## config.mk

```make
export PLATFORM = sky130hd
export DESIGN_NAME = sme_top
export DESIGN_NICKNAME = d
export VERILOG_FILES = /design/src/common/sme_pkg.sv /design/src/rtl/sme_fifo.sv /design/src/rtl/sme_clk_div.sv /design/src/rtl/sme_top.sv
export SDC_FILE = /design/constraint.sdc
export NUM_CORES = 1
export LEC_CHECK = 0
export ABC_CLOCK_PERIOD_IN_PS = 5100
export BUFFER_PORTS_ARGS = -buffer_cell sky130_fd_sc_hd__buf_2
export CAP_MARGIN = 10
export CORE_ASPECT_RATIO = 1.25
export CORE_MARGIN = 2
export CORE_UTILIZATION = 50
export CTS_CLUSTER_SIZE = 14
export DETAILED_ROUTE_END_ITERATION = 12
export PLACE_DENSITY = 0.77
export SETUP_SLACK_MARGIN = 0.05
export SLEW_MARGIN = 40
export SYNTH_ARGS = -nofsm -noshare
export SYNTH_HDL_FRONTEND = slang
export SYNTH_SLANG_ARGS = --single-unit
```

## constraint.sdc

```tcl
create_clock -name core_clk -period 5.1 [get_ports core_clk]
set_clock_uncertainty 0.15 [all_clocks]
set_input_delay 0.765 -clock core_clk [delete_from_list [all_inputs] [get_ports core_clk]]
set_output_delay 0.765 -clock core_clk [all_outputs]
set_load 0.005 [all_outputs]
```

## src/common/sme_pkg.sv

```systemverilog
`default_nettype none
package sme_pkg;
    // ****************************************************************
    // Widths
    // ****************************************************************
    localparam int DATA_W  = 32;
    localparam int LEN_W   = 5;
    localparam int FRAME_LENGTH_FIELD_W  = 12;
    localparam int CNT_W   = 16;
    localparam int NUM_SEL = 4;
    localparam int SEL_W   = 2;
    localparam int DD_W    = 2;
    localparam int DIV_W   = 8;
    localparam int CMD_W   = 2;
    localparam int EDGE_W  = LEN_W + 1;

    // ****************************************************************
    // Command codes and timing
    // ****************************************************************
    localparam logic [CMD_W-1:0] CMD_READ  = 2'h1;
    localparam logic [CMD_W-1:0] CMD_WRITE = 2'h2;
    // Half serial period is div+1 cycles; a two-cycle minimum keeps the ratio at four
    localparam logic [DIV_W-1:0] MIN_DIV    = 8'h01;
    localparam int               FIFO_DEPTH = 8;

    // ****************************************************************
    // Reset values
    // ****************************************************************
    localparam logic [DATA_W-1:0]  RST_DATA  = 32'h0;
    localparam logic [CNT_W-1:0]   RST_COUNT = 16'h0;
    localparam logic [NUM_SEL-1:0] RST_SEL   = 4'h0;
    localparam logic               RST_FLAG  = 1'b0;

    typedef enum logic [3:0] {
        ST_IDLE  = 4'b0001,
        ST_LOAD  = 4'b0010,
        ST_LEAD  = 4'b0100,
        ST_SHIFT = 4'b1000
    } sme_state_e;
endpackage : sme_pkg
`default_nettype wire

```

## src/rtl/sme_fifo.sv

```systemverilog
`default_nettype none
module sme_fifo #(
    parameter int WIDTH = 32,
    parameter int DEPTH = 8
) (
    input  wire logic             core_clk,
    input  wire logic             rst,
    input  wire logic             in_valid,
    output logic                  in_ready,
    input  wire logic [WIDTH-1:0] in_data,
    output logic                  out_valid,
    input  wire logic             out_ready,
    output logic      [WIDTH-1:0] out_data
);
    localparam int AW = $clog2(DEPTH);

    if (DEPTH < 2 || (1 << AW) != DEPTH) begin : g_depth_check
        $error("sme_fifo: DEPTH must be a power of two of at least 2");
    end

    logic [WIDTH-1:0] mem_r [DEPTH];
    logic [AW-1:0]    wr_ptr_r;
    logic [AW-1:0]    rd_ptr_r;
    logic [AW:0]      count_r;
    logic             push;
    logic             pop;

    assign in_ready  = (count_r != (AW+1)'(DEPTH));
    assign out_valid = (count_r != '0);
    assign out_data  = mem_r[rd_ptr_r];
    assign push      = in_valid && in_ready;
    assign pop       = out_valid && out_ready;

    always_ff @(posedge core_clk) begin
        if (push) begin
            mem_r[wr_ptr_r] <= in_data;
        end
    end

    always_ff @(posedge core_clk) begin
        if (rst) begin
            wr_ptr_r <= '0;
            rd_ptr_r <= '0;
            count_r  <= '0;
        end else begin
            if (push) begin
                wr_ptr_r <= wr_ptr_r + 1'b1;
            end
            if (pop) begin
                rd_ptr_r <= rd_ptr_r + 1'b1;
            end
            if (push && !pop) begin
                count_r <= count_r + 1'b1;
            end else if (pop && !push) begin
                count_r <= count_r - 1'b1;
            end
        end
    end
endmodule : sme_fifo
`default_nettype wire

```

## src/rtl/sme_clk_div.sv

```systemverilog
`default_nettype none
module sme_clk_div #(
    parameter int WIDTH = 8
) (
    input  wire logic             core_clk,
    input  wire logic             rst,
    input  wire logic             run,
    input  wire logic             restart,
    input  wire logic [WIDTH-1:0] div,
    output logic                  tick
);
    if (WIDTH < 1) begin : g_width_check
        $error("sme_clk_div: WIDTH must be at least 1");
    end

    logic [WIDTH-1:0] cnt_r;
    logic [WIDTH-1:0] div_eff;

    // Settings below the minimum would break the four-to-one clock ratio
    assign div_eff = (div < WIDTH'(sme_pkg::MIN_DIV)) ? WIDTH'(sme_pkg::MIN_DIV) : div;
    assign tick    = run && !restart && (cnt_r == div_eff);

    // Halted while the peripheral clock gate is off, so the engine freezes in place
    always_ff @(posedge core_clk) begin
        if (rst || restart) begin
            cnt_r <= '0;
        end else if (run) begin
            cnt_r <= (cnt_r == div_eff) ? '0 : cnt_r + 1'b1;
        end
    end
endmodule : sme_clk_div
`default_nettype wire

```

## src/rtl/sme_top.sv

```systemverilog
`default_nettype none
// Functional notes
// - Master only; drives clock and selects
// - Character length 1 to 32 bits
// - Frame of up to 4096 characters
// - Four selects; command picks one
// - Select held active over whole frame
// - Command write starts access immediately
// - Per-select polarity: 0 low, 1 high
// - Divider keeps clock four times serial
// - Clock edges match character length exactly
// - Count adds one per character
// - Frame flag; cleared by status read/command
// - Extra lead delay 0 to 3 periods
// - Interrupt per character or per frame
// - Selectable internal loopback
// - Per-slave idle level and edge
// - Functional clock can be gated
// - Clock, selects, transmit out; receive in
// - Four modes set shift/sample edges
// - First edge waits half period plus lead
// - Left shift; in at LSB, out MSB
// - Busy during shift, clear between characters
module sme_top #(
    parameter int FIFO_W = sme_pkg::DATA_W,
    parameter int FIFO_D = sme_pkg::FIFO_DEPTH
) (
    input  wire logic                           core_clk,
    input  wire logic                           rst,
    input  wire logic                           periph_clk_run,
    input  wire logic                           cmd_wr,
    input  wire logic [sme_pkg::SEL_W-1:0]      select_number_field,
    input  wire logic [sme_pkg::LEN_W-1:0]      char_length_field,
    input  wire logic [sme_pkg::CMD_W-1:0]      cmd_code,
    input  wire logic [sme_pkg::FRAME_LENGTH_FIELD_W-1:0]     frame_length_field,
    input  wire logic [sme_pkg::DIV_W-1:0]      clk_div,
    input  wire logic [sme_pkg::NUM_SEL-1:0]    select_polarity_bit,
    input  wire logic [sme_pkg::NUM_SEL-1:0]    clock_idle_level_bit,
    input  wire logic [sme_pkg::NUM_SEL-1:0]    clock_phase_bit,
    input  wire logic [2*sme_pkg::NUM_SEL-1:0]  select_to_data_delay,
    input  wire logic                           loopback_en,
    input  wire logic                           char_irq_en,
    input  wire logic                           frame_irq_en,
    input  wire logic                           status_rd,
    input  wire logic                           tx_valid,
    output logic                                tx_ready,
    input  wire logic [FIFO_W-1:0]              tx_data,
    output logic                                rx_valid,
    output logic      [sme_pkg::DATA_W-1:0]     rx_data,
    output logic                                busy,
    output logic                                char_done_flag,
    output logic                                frame_done_flag,
    output logic      [sme_pkg::CNT_W-1:0]      char_count_field,
    output logic                                char_irq,
    output logic                                frame_irq,
    output logic                                sclk_out,
    output logic                                mosi_out,
    input  wire logic                           miso_in,
    output logic      [sme_pkg::NUM_SEL-1:0]    slave_select_out
);
    if (FIFO_W != sme_pkg::DATA_W || FIFO_D < 2) begin : g_param_check
        $error("sme_top: FIFO must be one data word wide and at least 2 deep");
    end

    // ****************************************************************
    // Declarations
    // ****************************************************************
    sme_pkg::sme_state_e             state_r;
    logic [sme_pkg::SEL_W-1:0]       sel_r;
    logic [sme_pkg::LEN_W-1:0]       len_r;
    logic [sme_pkg::CMD_W-1:0]       code_r;
    logic [sme_pkg::FRAME_LENGTH_FIELD_W-1:0]      left_r;
    logic                            first_r;
    logic [sme_pkg::EDGE_W-1:0]      edge_r;
    logic [2:0]                      lead_r;
    logic [sme_pkg::DATA_W-1:0]      shreg_r;
    logic [sme_pkg::DATA_W-1:0]      shreg_nxt;
    logic [sme_pkg::NUM_SEL-1:0]     sel_act_r;
    logic                            sclk_r;
    logic                            tx_r;
    logic                            miso_s1_r;
    logic                            miso_s2_r;
    logic                            rx_in;
    logic                            tick;
    logic                            start;
    logic                            leave_load;
    logic                            sample;
    logic                            char_end;
    logic                            frame_end;
    logic                            cpol;
    logic                            cpha;
    logic [sme_pkg::DD_W-1:0]        dd;
    logic                            fifo_out_valid;
    logic                            fifo_out_ready;
    logic [FIFO_W-1:0]               fifo_out_data;

    // ****************************************************************
    // Per-slave settings and event terms
    // ****************************************************************
    assign cpol = clock_idle_level_bit[sel_r];
    assign cpha = clock_phase_bit[sel_r];
    assign dd   = select_to_data_delay[sel_r*sme_pkg::DD_W +: sme_pkg::DD_W];

    // Commands during a frame are dropped; the host must not issue them
    assign start = cmd_wr && (state_r == sme_pkg::ST_IDLE)
                   && (cmd_code == sme_pkg::CMD_READ || cmd_code == sme_pkg::CMD_WRITE);
    assign leave_load     = (state_r == sme_pkg::ST_LOAD)
                            && (code_r != sme_pkg::CMD_WRITE || fifo_out_valid);
    assign fifo_out_ready = leave_load && (code_r == sme_pkg::CMD_WRITE);
    // Phase 0 samples on even edges, phase 1 on odd edges
    assign sample    = tick && (state_r == sme_pkg::ST_SHIFT) && (edge_r[0] == cpha);
    assign char_end  = tick && (state_r == sme_pkg::ST_SHIFT) && (edge_r == {len_r, 1'b1});
    assign frame_end = char_end && (left_r == '0);
    assign rx_in     = loopback_en ? tx_r : miso_s2_r;

    // ****************************************************************
    // Submodules
    // ****************************************************************
    sme_clk_div #(
        .WIDTH (sme_pkg::DIV_W)
    ) u_div (
        .core_clk (core_clk),
        .rst      (rst),
        .run      (periph_clk_run),
        .restart  (leave_load),
        .div      (clk_div),
        .tick     (tick)
    );

    sme_fifo #(
        .WIDTH (FIFO_W),
        .DEPTH (FIFO_D)
    ) u_tx_fifo (
        .core_clk  (core_clk),
        .rst       (rst),
        .in_valid  (tx_valid),
        .in_ready  (tx_ready),
        .in_data   (tx_data),
        .out_valid (fifo_out_valid),
        .out_ready (fifo_out_ready),
        .out_data  (fifo_out_data)
    );

    // ****************************************************************
    // Receive pin synchroniser
    // ****************************************************************
    always_ff @(posedge core_clk) begin
        if (rst) begin
            miso_s1_r <= 1'b0;
            miso_s2_r <= 1'b0;
        end else begin
            miso_s1_r <= miso_in;
            miso_s2_r <= miso_s1_r;
        end
    end

    // ****************************************************************
    // Frame sequencer
    // ****************************************************************
    always_ff @(posedge core_clk) begin
        if (rst) begin
            state_r <= sme_pkg::ST_IDLE;
            sel_r   <= '0;
            len_r   <= '0;
            code_r  <= '0;
            left_r  <= '0;
            first_r <= 1'b0;
            lead_r  <= '0;
        end else begin
            unique case (state_r)
                sme_pkg::ST_IDLE: begin
                    if (start) begin
                        sel_r   <= select_number_field;
                        len_r   <= char_length_field;
                        code_r  <= cmd_code;
                        left_r  <= frame_length_field;
                        first_r <= 1'b1;
                        state_r <= sme_pkg::ST_LOAD;
                    end
                end
                sme_pkg::ST_LOAD: begin
                    lead_r <= '0;
                    if (leave_load) begin
                        state_r <= (first_r && dd != '0) ? sme_pkg::ST_LEAD : sme_pkg::ST_SHIFT;
                    end
                end
                sme_pkg::ST_LEAD: begin
                    // Two half periods per extra delay cycle
                    if (tick) begin
                        lead_r <= lead_r + 3'h1;
                        if (lead_r == {dd, 1'b0} - 3'h1) begin
                            state_r <= sme_pkg::ST_SHIFT;
                        end
                    end
                end
                sme_pkg::ST_SHIFT: begin
                    if (char_end) begin
                        first_r <= 1'b0;
                        left_r  <= left_r - 1'b1;
                        state_r <= frame_end ? sme_pkg::ST_IDLE : sme_pkg::ST_LOAD;
                    end
                end
                default: begin
                    state_r <= sme_pkg::ST_IDLE;
                end
            endcase
        end
    end

    // ****************************************************************
    // Serial clock and shift register
    // ****************************************************************
    always_ff @(posedge core_clk) begin
        if (rst || state_r != sme_pkg::ST_SHIFT) begin
            edge_r <= '0;
            sclk_r <= 1'b0;
        end else if (tick) begin
            edge_r <= edge_r + 1'b1;
            sclk_r <= ~sclk_r;
        end
    end

    always_comb begin
        shreg_nxt = shreg_r;
        if (fifo_out_ready) begin
            shreg_nxt = fifo_out_data;
        end else if (leave_load) begin
            shreg_nxt = sme_pkg::RST_DATA;
        end else if (sample) begin
            shreg_nxt = {shreg_r[sme_pkg::DATA_W-2:0], rx_in};
        end
    end

    always_ff @(posedge core_clk) begin
        if (rst) begin
            shreg_r <= sme_pkg::RST_DATA;
            tx_r    <= 1'b0;
        end else begin
            shreg_r <= shreg_nxt;
            if (leave_load) begin
                tx_r <= shreg_nxt[sme_pkg::DATA_W-1];
            end else if (tick && state_r == sme_pkg::ST_SHIFT && !sample) begin
                tx_r <= shreg_r[sme_pkg::DATA_W-1];
            end
        end
    end

    // ****************************************************************
    // Selects and pins
    // ****************************************************************
    always_ff @(posedge core_clk) begin
        if (rst) begin
            sel_act_r <= sme_pkg::RST_SEL;
        end else if (start) begin
            sel_act_r <= sme_pkg::NUM_SEL'(1) << select_number_field;
        end else if (frame_end) begin
            sel_act_r <= sme_pkg::RST_SEL;
        end
    end

    assign slave_select_out = ~(sel_act_r ^ select_polarity_bit);
    assign sclk_out         = sclk_r ^ cpol;
    assign mosi_out         = tx_r;
    assign busy             = (state_r == sme_pkg::ST_SHIFT) || (state_r == sme_pkg::ST_LEAD);

    // ****************************************************************
    // Status, count, receive word and interrupts
    // ****************************************************************
    // A completion in the same cycle as a clear keeps the flag set
    always_ff @(posedge core_clk) begin
        if (rst) begin
            char_done_flag  <= sme_pkg::RST_FLAG;
            frame_done_flag <= sme_pkg::RST_FLAG;
        end else begin
            if (char_end) begin
                char_done_flag <= 1'b1;
            end else if (status_rd || start) begin
                char_done_flag <= 1'b0;
            end
            if (frame_end) begin
                frame_done_flag <= 1'b1;
            end else if (status_rd || start) begin
                frame_done_flag <= 1'b0;
            end
        end
    end

    always_ff @(posedge core_clk) begin
        if (rst) begin
            char_count_field <= sme_pkg::RST_COUNT;
        end else if (char_end) begin
            char_count_field <= char_count_field + 1'b1;
        end
    end

    always_ff @(posedge core_clk) begin
        if (rst) begin
            rx_data   <= sme_pkg::RST_DATA;
            rx_valid  <= 1'b0;
            char_irq  <= 1'b0;
            frame_irq <= 1'b0;
        end else begin
            rx_valid  <= char_end;
            char_irq  <= char_end && char_irq_en;
            frame_irq <= frame_end && frame_irq_en;
            if (char_end) begin
                rx_data <= shreg_nxt;
            end
        end
    end

    // ****************************************************************
    // Checks
    // ****************************************************************
    int          lead_cyc;
    int          div_int;
    logic [5:0]  samp_cnt;

    assign div_int = (clk_div < sme_pkg::MIN_DIV) ? int'(sme_pkg::MIN_DIV) : int'(clk_div);

    always_ff @(posedge core_clk) begin
        if (rst || (leave_load && first_r)) begin
            lead_cyc <= 1;
        end else if (periph_clk_run) begin
            // Gated cycles do not move the divider, so they do not count toward the lead time
            lead_cyc <= lead_cyc + 1;
        end
    end

    always_ff @(posedge core_clk) begin
        if (rst || leave_load) begin
            samp_cnt <= '0;
        end else if (sample) begin
            samp_cnt <= samp_cnt + 6'h1;
        end
    end

    a_sel_onehot:
        assert property (@(posedge core_clk) disable iff (rst) $onehot0(sel_act_r))
        else $error("more than one slave select active");

    a_lead_delay:
        assert property (@(posedge core_clk) disable iff (rst)
            (tick && state_r == sme_pkg::ST_SHIFT && first_r && edge_r == '0 && periph_clk_run)
            |-> lead_cyc == (2 * int'(dd) + 1) * (div_int + 1))
        else $error("first serial edge at wrong time");

    a_bits_per_char:
        assert property (@(posedge core_clk) disable iff (rst)
            char_end |-> (samp_cnt + (sample ? 6'h1 : 6'h0)) == {1'b0, len_r} + 6'h1)
        else $error("sample count differs from character length");

    a_count_incr:
        assert property (@(posedge core_clk) disable iff (rst)
            char_end |=> char_count_field == $past(char_count_field) + 1'b1)
        else $error("character count did not advance");

    a_frame_flag:
        assert property (@(posedge core_clk) disable iff (rst)
            frame_end |=> frame_done_flag && !busy && sel_act_r == '0)
        else $error("frame end not flagged");

    a_flag_clear:
        assert property (@(posedge core_clk) disable iff (rst)
            (status_rd && !frame_end) |=> !frame_done_flag)
        else $error("frame flag not cleared by status read");

    a_sclk_rate:
        assert property (@(posedge core_clk) disable iff (rst)
            (sclk_r != $past(sclk_r)) |=> sclk_r == $past(sclk_r))
        else $error("serial clock faster than a quarter of the clock");

    a_shift_left:
        assert property (@(posedge core_clk) disable iff (rst)
            sample |=> shreg_r == {$past(shreg_r[sme_pkg::DATA_W-2:0]), $past(rx_in)})
        else $error("shift register did not shift left");

    a_loop_route:
        assert property (@(posedge core_clk) disable iff (rst)
            (sample && loopback_en) |=> shreg_r[0] == $past(tx_r))
        else $error("loopback bit not taken from transmit");

    a_idle_level:
        assert property (@(posedge core_clk) disable iff (rst)
            (state_r == sme_pkg::ST_IDLE) |-> (sclk_out == cpol) && !busy)
        else $error("serial clock not at idle level");
endmodule : sme_top
`default_nettype wire

```

# Word-level counts from Yosys, hierarchy flattened
# Memories as Yosys holds them, arrays and structs flattened. A register that Yosys moved wholly into a read port is not among the register bits.
# Cells that the tools add are included.
# totals
register_bits	146
mem_bits_rw	256
in_bits	91
output_inout_bits	61
mem_count	1
# mem_list
name	depth	width	read_ports	rd_ports_with_merged_regs	write_ports	line_no	source
u_tx_fifo.mem_r	8	32	1	1	1	sme_fifo.sv:21	logic [WIDTH-1:0] mem_r [DEPTH];
# op_classes
addsub	10
n_lt_le_gt_ge	2
n_eq_ne	19
shifts	2
muxes	39
n_bitwise	4
n_reduce_logical	42
# ops
operator	n
$mux W32	3
$mux W4	10
$mux W12	2
$pmux W12 S2	1
$logic_and A1 B1 Y1	18
$add A16 B1 Y16 const B	1
$mux W8	2
$pmux W4 S4	1
$reduce_bool A2 Y1	8
$logic_not A12 Y1	1
$mux W1	12
$ne A2 B2 Y1 const B	6
$sub A12 B1 Y12 const B	1
$add A3 B1 Y3 const B	3
$mux W3	3
$add A8 B1 Y8 const B	1
$eq A8 B8 Y1	1
$lt A8 B1 Y1 const B	1
$ne A4 B4 Y1 const B	2
$shiftx A8 B4 Y2	1
$add A6 B1 Y6 const B	1
$eq A6 B6 Y1	1
$logic_or A1 B1 Y1	6
$pmux W3 S2	1
other kinds (25)	31

# Longest topological paths before layout
# depth
depth_word	12
depth_mapped	14
mapped_depth_nobuf	12

# Modules after synthesis
# A second synthesis with hierarchy kept.
# hier_totals
cells_unflattened	1119
area_unflattened_um2	16559.6
# by_module_without_submodules
mod	n_inst	cells_per_inst	area_each_um2	seq_area_each_um2
sme_fifo	1	443	10396.2	7947.6
sme_top	1	621	5646.7	2562.5
sme_clk_div	1	55	516.7	160.2

# Least setup slack after synthesis
# Ideal clock, no wire load.
# synth_path
path_kind	input to register
start	in tx_valid
end	mem u_tx_fifo.mem_r[1][0], enable pin
setup_ps	513
t_arrival_ps	4234
path_slack_ps	203
stages	2
path_buffers	0
cell_sequence	nand2_1 nor4b_1
# synth_via
elab_chain_cells	3
# synth_lines
item	line_no	source
start: declaration	sme_top.sv:45	input wire logic tx_valid,
$logic_and A1 B1 Y1	sme_fifo.sv:31	assign push = in_valid && in_ready;
$mux W1	sme_fifo.sv:35	if (push) begin
$mux W1 (implied by the code)	sme_fifo.sv:36	mem_r[wr_ptr_r] <= in_data;
end: declaration	sme_fifo.sv:21	
# Every way passes these cells.

# Final worst setup path
# layout_path
start	reg state_r[1]
end	reg u_tx_fifo.count_r[3]
# layout_via
elab_chain_cells	7
# layout_lines
item	line_no	source
start: declaration	sme_top.sv:68	sme_pkg::sme_state_e state_r;
start signal: assignment	sme_top.sv:162	state_r <= sme_pkg::ST_IDLE;
start signal: assignment	sme_top.sv:178	state_r <= sme_pkg::ST_LOAD;
start signal: assignment	sme_top.sv:184	state_r <= (first_r && dd != '0) ? sme_pkg::ST_LEAD : sme_pkg::ST_SHIFT;
$eq A4 B2 Y1 *	sme_top.sv:107	assign leave_load = (state_r == sme_pkg::ST_LOAD)
$logic_and A1 B1 Y1 *	sme_top.sv:108	&& (code_r != sme_pkg::CMD_WRITE || fifo_out_valid);
$logic_and A1 B1 Y1 *	sme_top.sv:109	assign fifo_out_ready = leave_load && (code_r == sme_pkg::CMD_WRITE);
$logic_and A1 B1 Y1 *	sme_fifo.sv:32	assign pop = out_valid && out_ready;
$logic_not A1 Y1	sme_fifo.sv:52	if (push && !pop) begin
$logic_and A1 B1 Y1	sme_fifo.sv:52	
$mux W4 / $reduce_bool A2 Y1 (equally long branches)	--	
end signal: assignment	sme_fifo.sv:53	count_r <= count_r + 1'b1;
end signal: assignment	sme_fifo.sv:55	count_r <= count_r - 1'b1;
end: declaration	sme_fifo.sv:24	logic [AW:0] count_r;
# Mark *: on every way between the ends. The rest lies on a longest branch, timed or not.
# A chain may end at the register's enable or synchronous reset.

==> impl_metrics.toml <==
[status]
status = "finished clean"

[pwr]
leakage_nw = 6.85
pwr_density_cell_mw_per_mm2 = 368
ir_drop_uv = 256

[synthesis]
synth_nets = 1249
synth_area_leaders = "edfxtp_1 47%, dfxtp_1 18%, mux4_2 9.3%"
synth_edf_count = 256
yosysTopAreaCellShare = 0.466
synth-seq-cells = 405
synth.avg_cell_area_sq_um = 14.4
synth-main-ff-cell = "edfxtp_1"
synth_warnings = 0
yosys.area.top_type = "edfxtp_1"
netlist_area_before_placement_sq_mm = 0.0165
syn_inst = 1146
synthArstFlopShare = 0
synth.yosys.seq_area_share = 0.647
synth.lib_cells_used.distinct = 57

[floorplan]
core_region_area_sq_mm = 0.0326
vert_die_dim_microns = 207
start_util = 0.506
die_x_microns = 166
floorplan.die_area_sq_mm = 0.0345
io_pins = 152
placementRows = 74

[finish]
drive_above_1_share = 0.254
nets = 1401
postLayoutCellArea_sq_mm = 0.0191
area_delta_synth_final_pct = 16.0
utilization = 0.587

[place]
dp_slack_ps = 1500
gp_congestion = 0.828
port_buf_inserts = 151
hpwl_microns = 22300
placed_area_sq_mm = 0.0178

[critical_path]
worstReg2RegStart = "state_r[1]"
cp-endpoint = "u_tx_fifo.count_r[3]"
setup.worst_path.end_class = "register"
r2r-end = "u_tx_fifo.count_r[3]"
critical_path.max_fanout = 9
worstSetupStartpoint = "state_r[1]"
cp_data_arrival_time_ps = 3820
worst-r2r-setup-slack_ps = 1590
worstRegToRegCells = 12
timing.critical_path.required_ps = 5410
worstSetupPathType = "reg2reg"
startpoint_type = "register"

[route]
routed_wire_length_per_instance_microns = 20.3
vias = 9907
avgViaCountPerCell = 5.66
ant_nets = 0
drt_drc_violations_left = 0
wl_microns = 35500
drt-pass1-iter-count = 5
dr.first_iter.drc_count = 663

[clock_tree]
htree_levels = 2
worst_skew_pair.late_latency_ps = 550
tritoncts_clock_tree = "done"
postCtsSetupRepairBufs = 0
clk_transition_reported_paths_ps = 60
numCtsBuffers = 39
cts_max_path_buffers = 3
clock-sinks = 405
cts_root_buffer = "clkbuf_16"
ctsHoldBuffers = 0
post_cts_resize_count = 0

[hold_path]
holdCritPathClass = "in2reg"

[sta]
hold_ws_ps = 287
timing_worst_slew_pin_value_ps = 842
finalMaxSlewViolations = 0
final_setup_violation_count = 0
fin_crit_ps = 3510
final.period_utilization = 0.689
setup_tns_ps = 0
finalHoldViolations = 0
clock.fmax_mhz = 285
layout_setup_ws_ps = 1590
grt_setup_unrepaired = "no"
slew_headroom = 0.434

[flow_run]
cap_viol_max_count = 0

[grt]
grt_antenna_before_repair = 5
overflow = 0
grt_usage = 0.205
grt_pass1_vias = 10100
grt_start_max_net_pins = 66
global_route_wire_length_before_repair_microns = 55400
==> per-stage QoR <==
stage	instances	power (mW)
after floorplan	1146	4.00
after global placement	1672	4.15
after detailed placement	1675	4.18
after CTS	1747	7.10
after global routing	1749	7.27
final	1749	7.05
==> registers in the layout, summed over array words and instances, names as in the netlist, 5 cells and up, named ones only <==
| name | flops |
|---|---|
| char_count_field | 16 |
| edge_r | 6 |
| left_r | 12 |
| len_r | 5 |
| rx_data | 32 |
| shreg_r | 32 |
| u_div.cnt_r | 8 |
| u_tx_fifo.mem_r | 256 |
==> area by class of cell <==
cell class | instances | area, sq um
inverters | 11 | 41.3
diodes | 2 | 5.00
repair buffers | 177 | 993
clock buffers | 57 | 1130
fillers | 2462 | 13500
flip-flops and latches | 405 | 10700
multi-input cells | 664 | 5580
clock inverters | 15 | 186
well taps | 418 | 523
==> logic make-up (layout without fill, tap and decap cells) <==
group / after synthesis / count (layout) / synth area share
AO/OA/AOI/OAI: 156 / 156 / 0.0677
flip-flops: 405 / 405 / 0.647
XOR/XNOR: 49 / 49 / 0.0260
other: 0 / 2 / 0
buffers and inverters: 77 / 260 / 0.0192
AND/OR/NAND/NOR: 305 / 305 / 0.0921
adder cells (fa/ha/maj): 12 / 12 / 0.00956
multiplexers: 142 / 142 / 0.138
==> placed cells by master (no fill, tap or decap), drive strengths merged, types with 3 or more instances in the layout <==
cell	count
a21oi	51
bufinv	4
and3	6
o31ai	4
nor3b	3
mux4	68
dfxtp	149
nand3	20
nor4b	4
o21ba	31
nor4	9
and2	5
mux2i	68
nor3	17
clkinv	9
nand3b	3
nand2b	8
nor2	97
inv	13
or4	7
a31oi	3
o21ai	22
or2	6
ha	11
nand4	16
nor2b	9
clkbuf	57
mux2	6
xor2	20
a22o	33
or3	10
nand2	81
buf	177
xnor2	29
edfxtp	256
==> cell usage after synthesis (all sizes together), types with 2 or more instances <==
cell type	number
a22o	33
nand2	81
o32ai	2
mux2	6
dfxtp	149
and4	2
a21oi	51
nand2b	8
or4b	2
and2	5
or4	7
or2	6
ha	11
nor3b	3
and3	6
edfxtp	256
nor3	17
o21ba	31
xnor2	29
a21o	2
nor2	97
clkbuf	52
nor2b	9
nor4	9
mux2i	68
nand3b	3
or3	10
o21ai	22
nand3	20
o31ai	4
nand4	16
nor4b	4
buf	14
xor2	20
mux4	68
inv	11
a31oi	3
a211oi	2
==> critical path, stage by stage (launching register included) <==
cell	delay, ps
dfxtp_1	500
nor4b_2	680
o31ai_4	160
nor2_1	360
inv_1	110
ha_1	240
inv_1	120
ha_1	250
a21o_1	170
a21oi_1	170
xnor2_1	90
or3_1	300
a21oi_1	150
==> metal layers <==
metal  vias to the layer above  track usage  part of all wire
met5                         -            0            0.0012
met1                      4940        0.247              0.40
li1                       4625            -                 -
met2                       274        0.362              0.52
met3                        62       0.0441             0.059
met4                         6       0.0725             0.025
==> how the worst min path moves through the flow <==
stage | startpoint | to | slack (ps) | cells past startpoint
4_1_cts | char_irq_en | char_irq | 270 | 2
3_3_place_gp | miso_s1_r | miso_s2_r | 280 | 1
3_5_place_dp | miso_s1_r | miso_s2_r | 290 | 1
5_1_grt | char_irq_en | char_irq | 280 | 2
6_report | char_irq_en | char_irq | 290 | 2
2_1_floorplan | miso_s1_r | miso_s2_r | 260 | 1
==> report_power, final <==
part           switching, mW  internal, mW
Sequential            0.0599          3.61
Clock                   1.19          1.74
Combinational          0.259         0.182
Total                   1.51          5.53
Note: power is estimated with default switching activity, not from simulation.
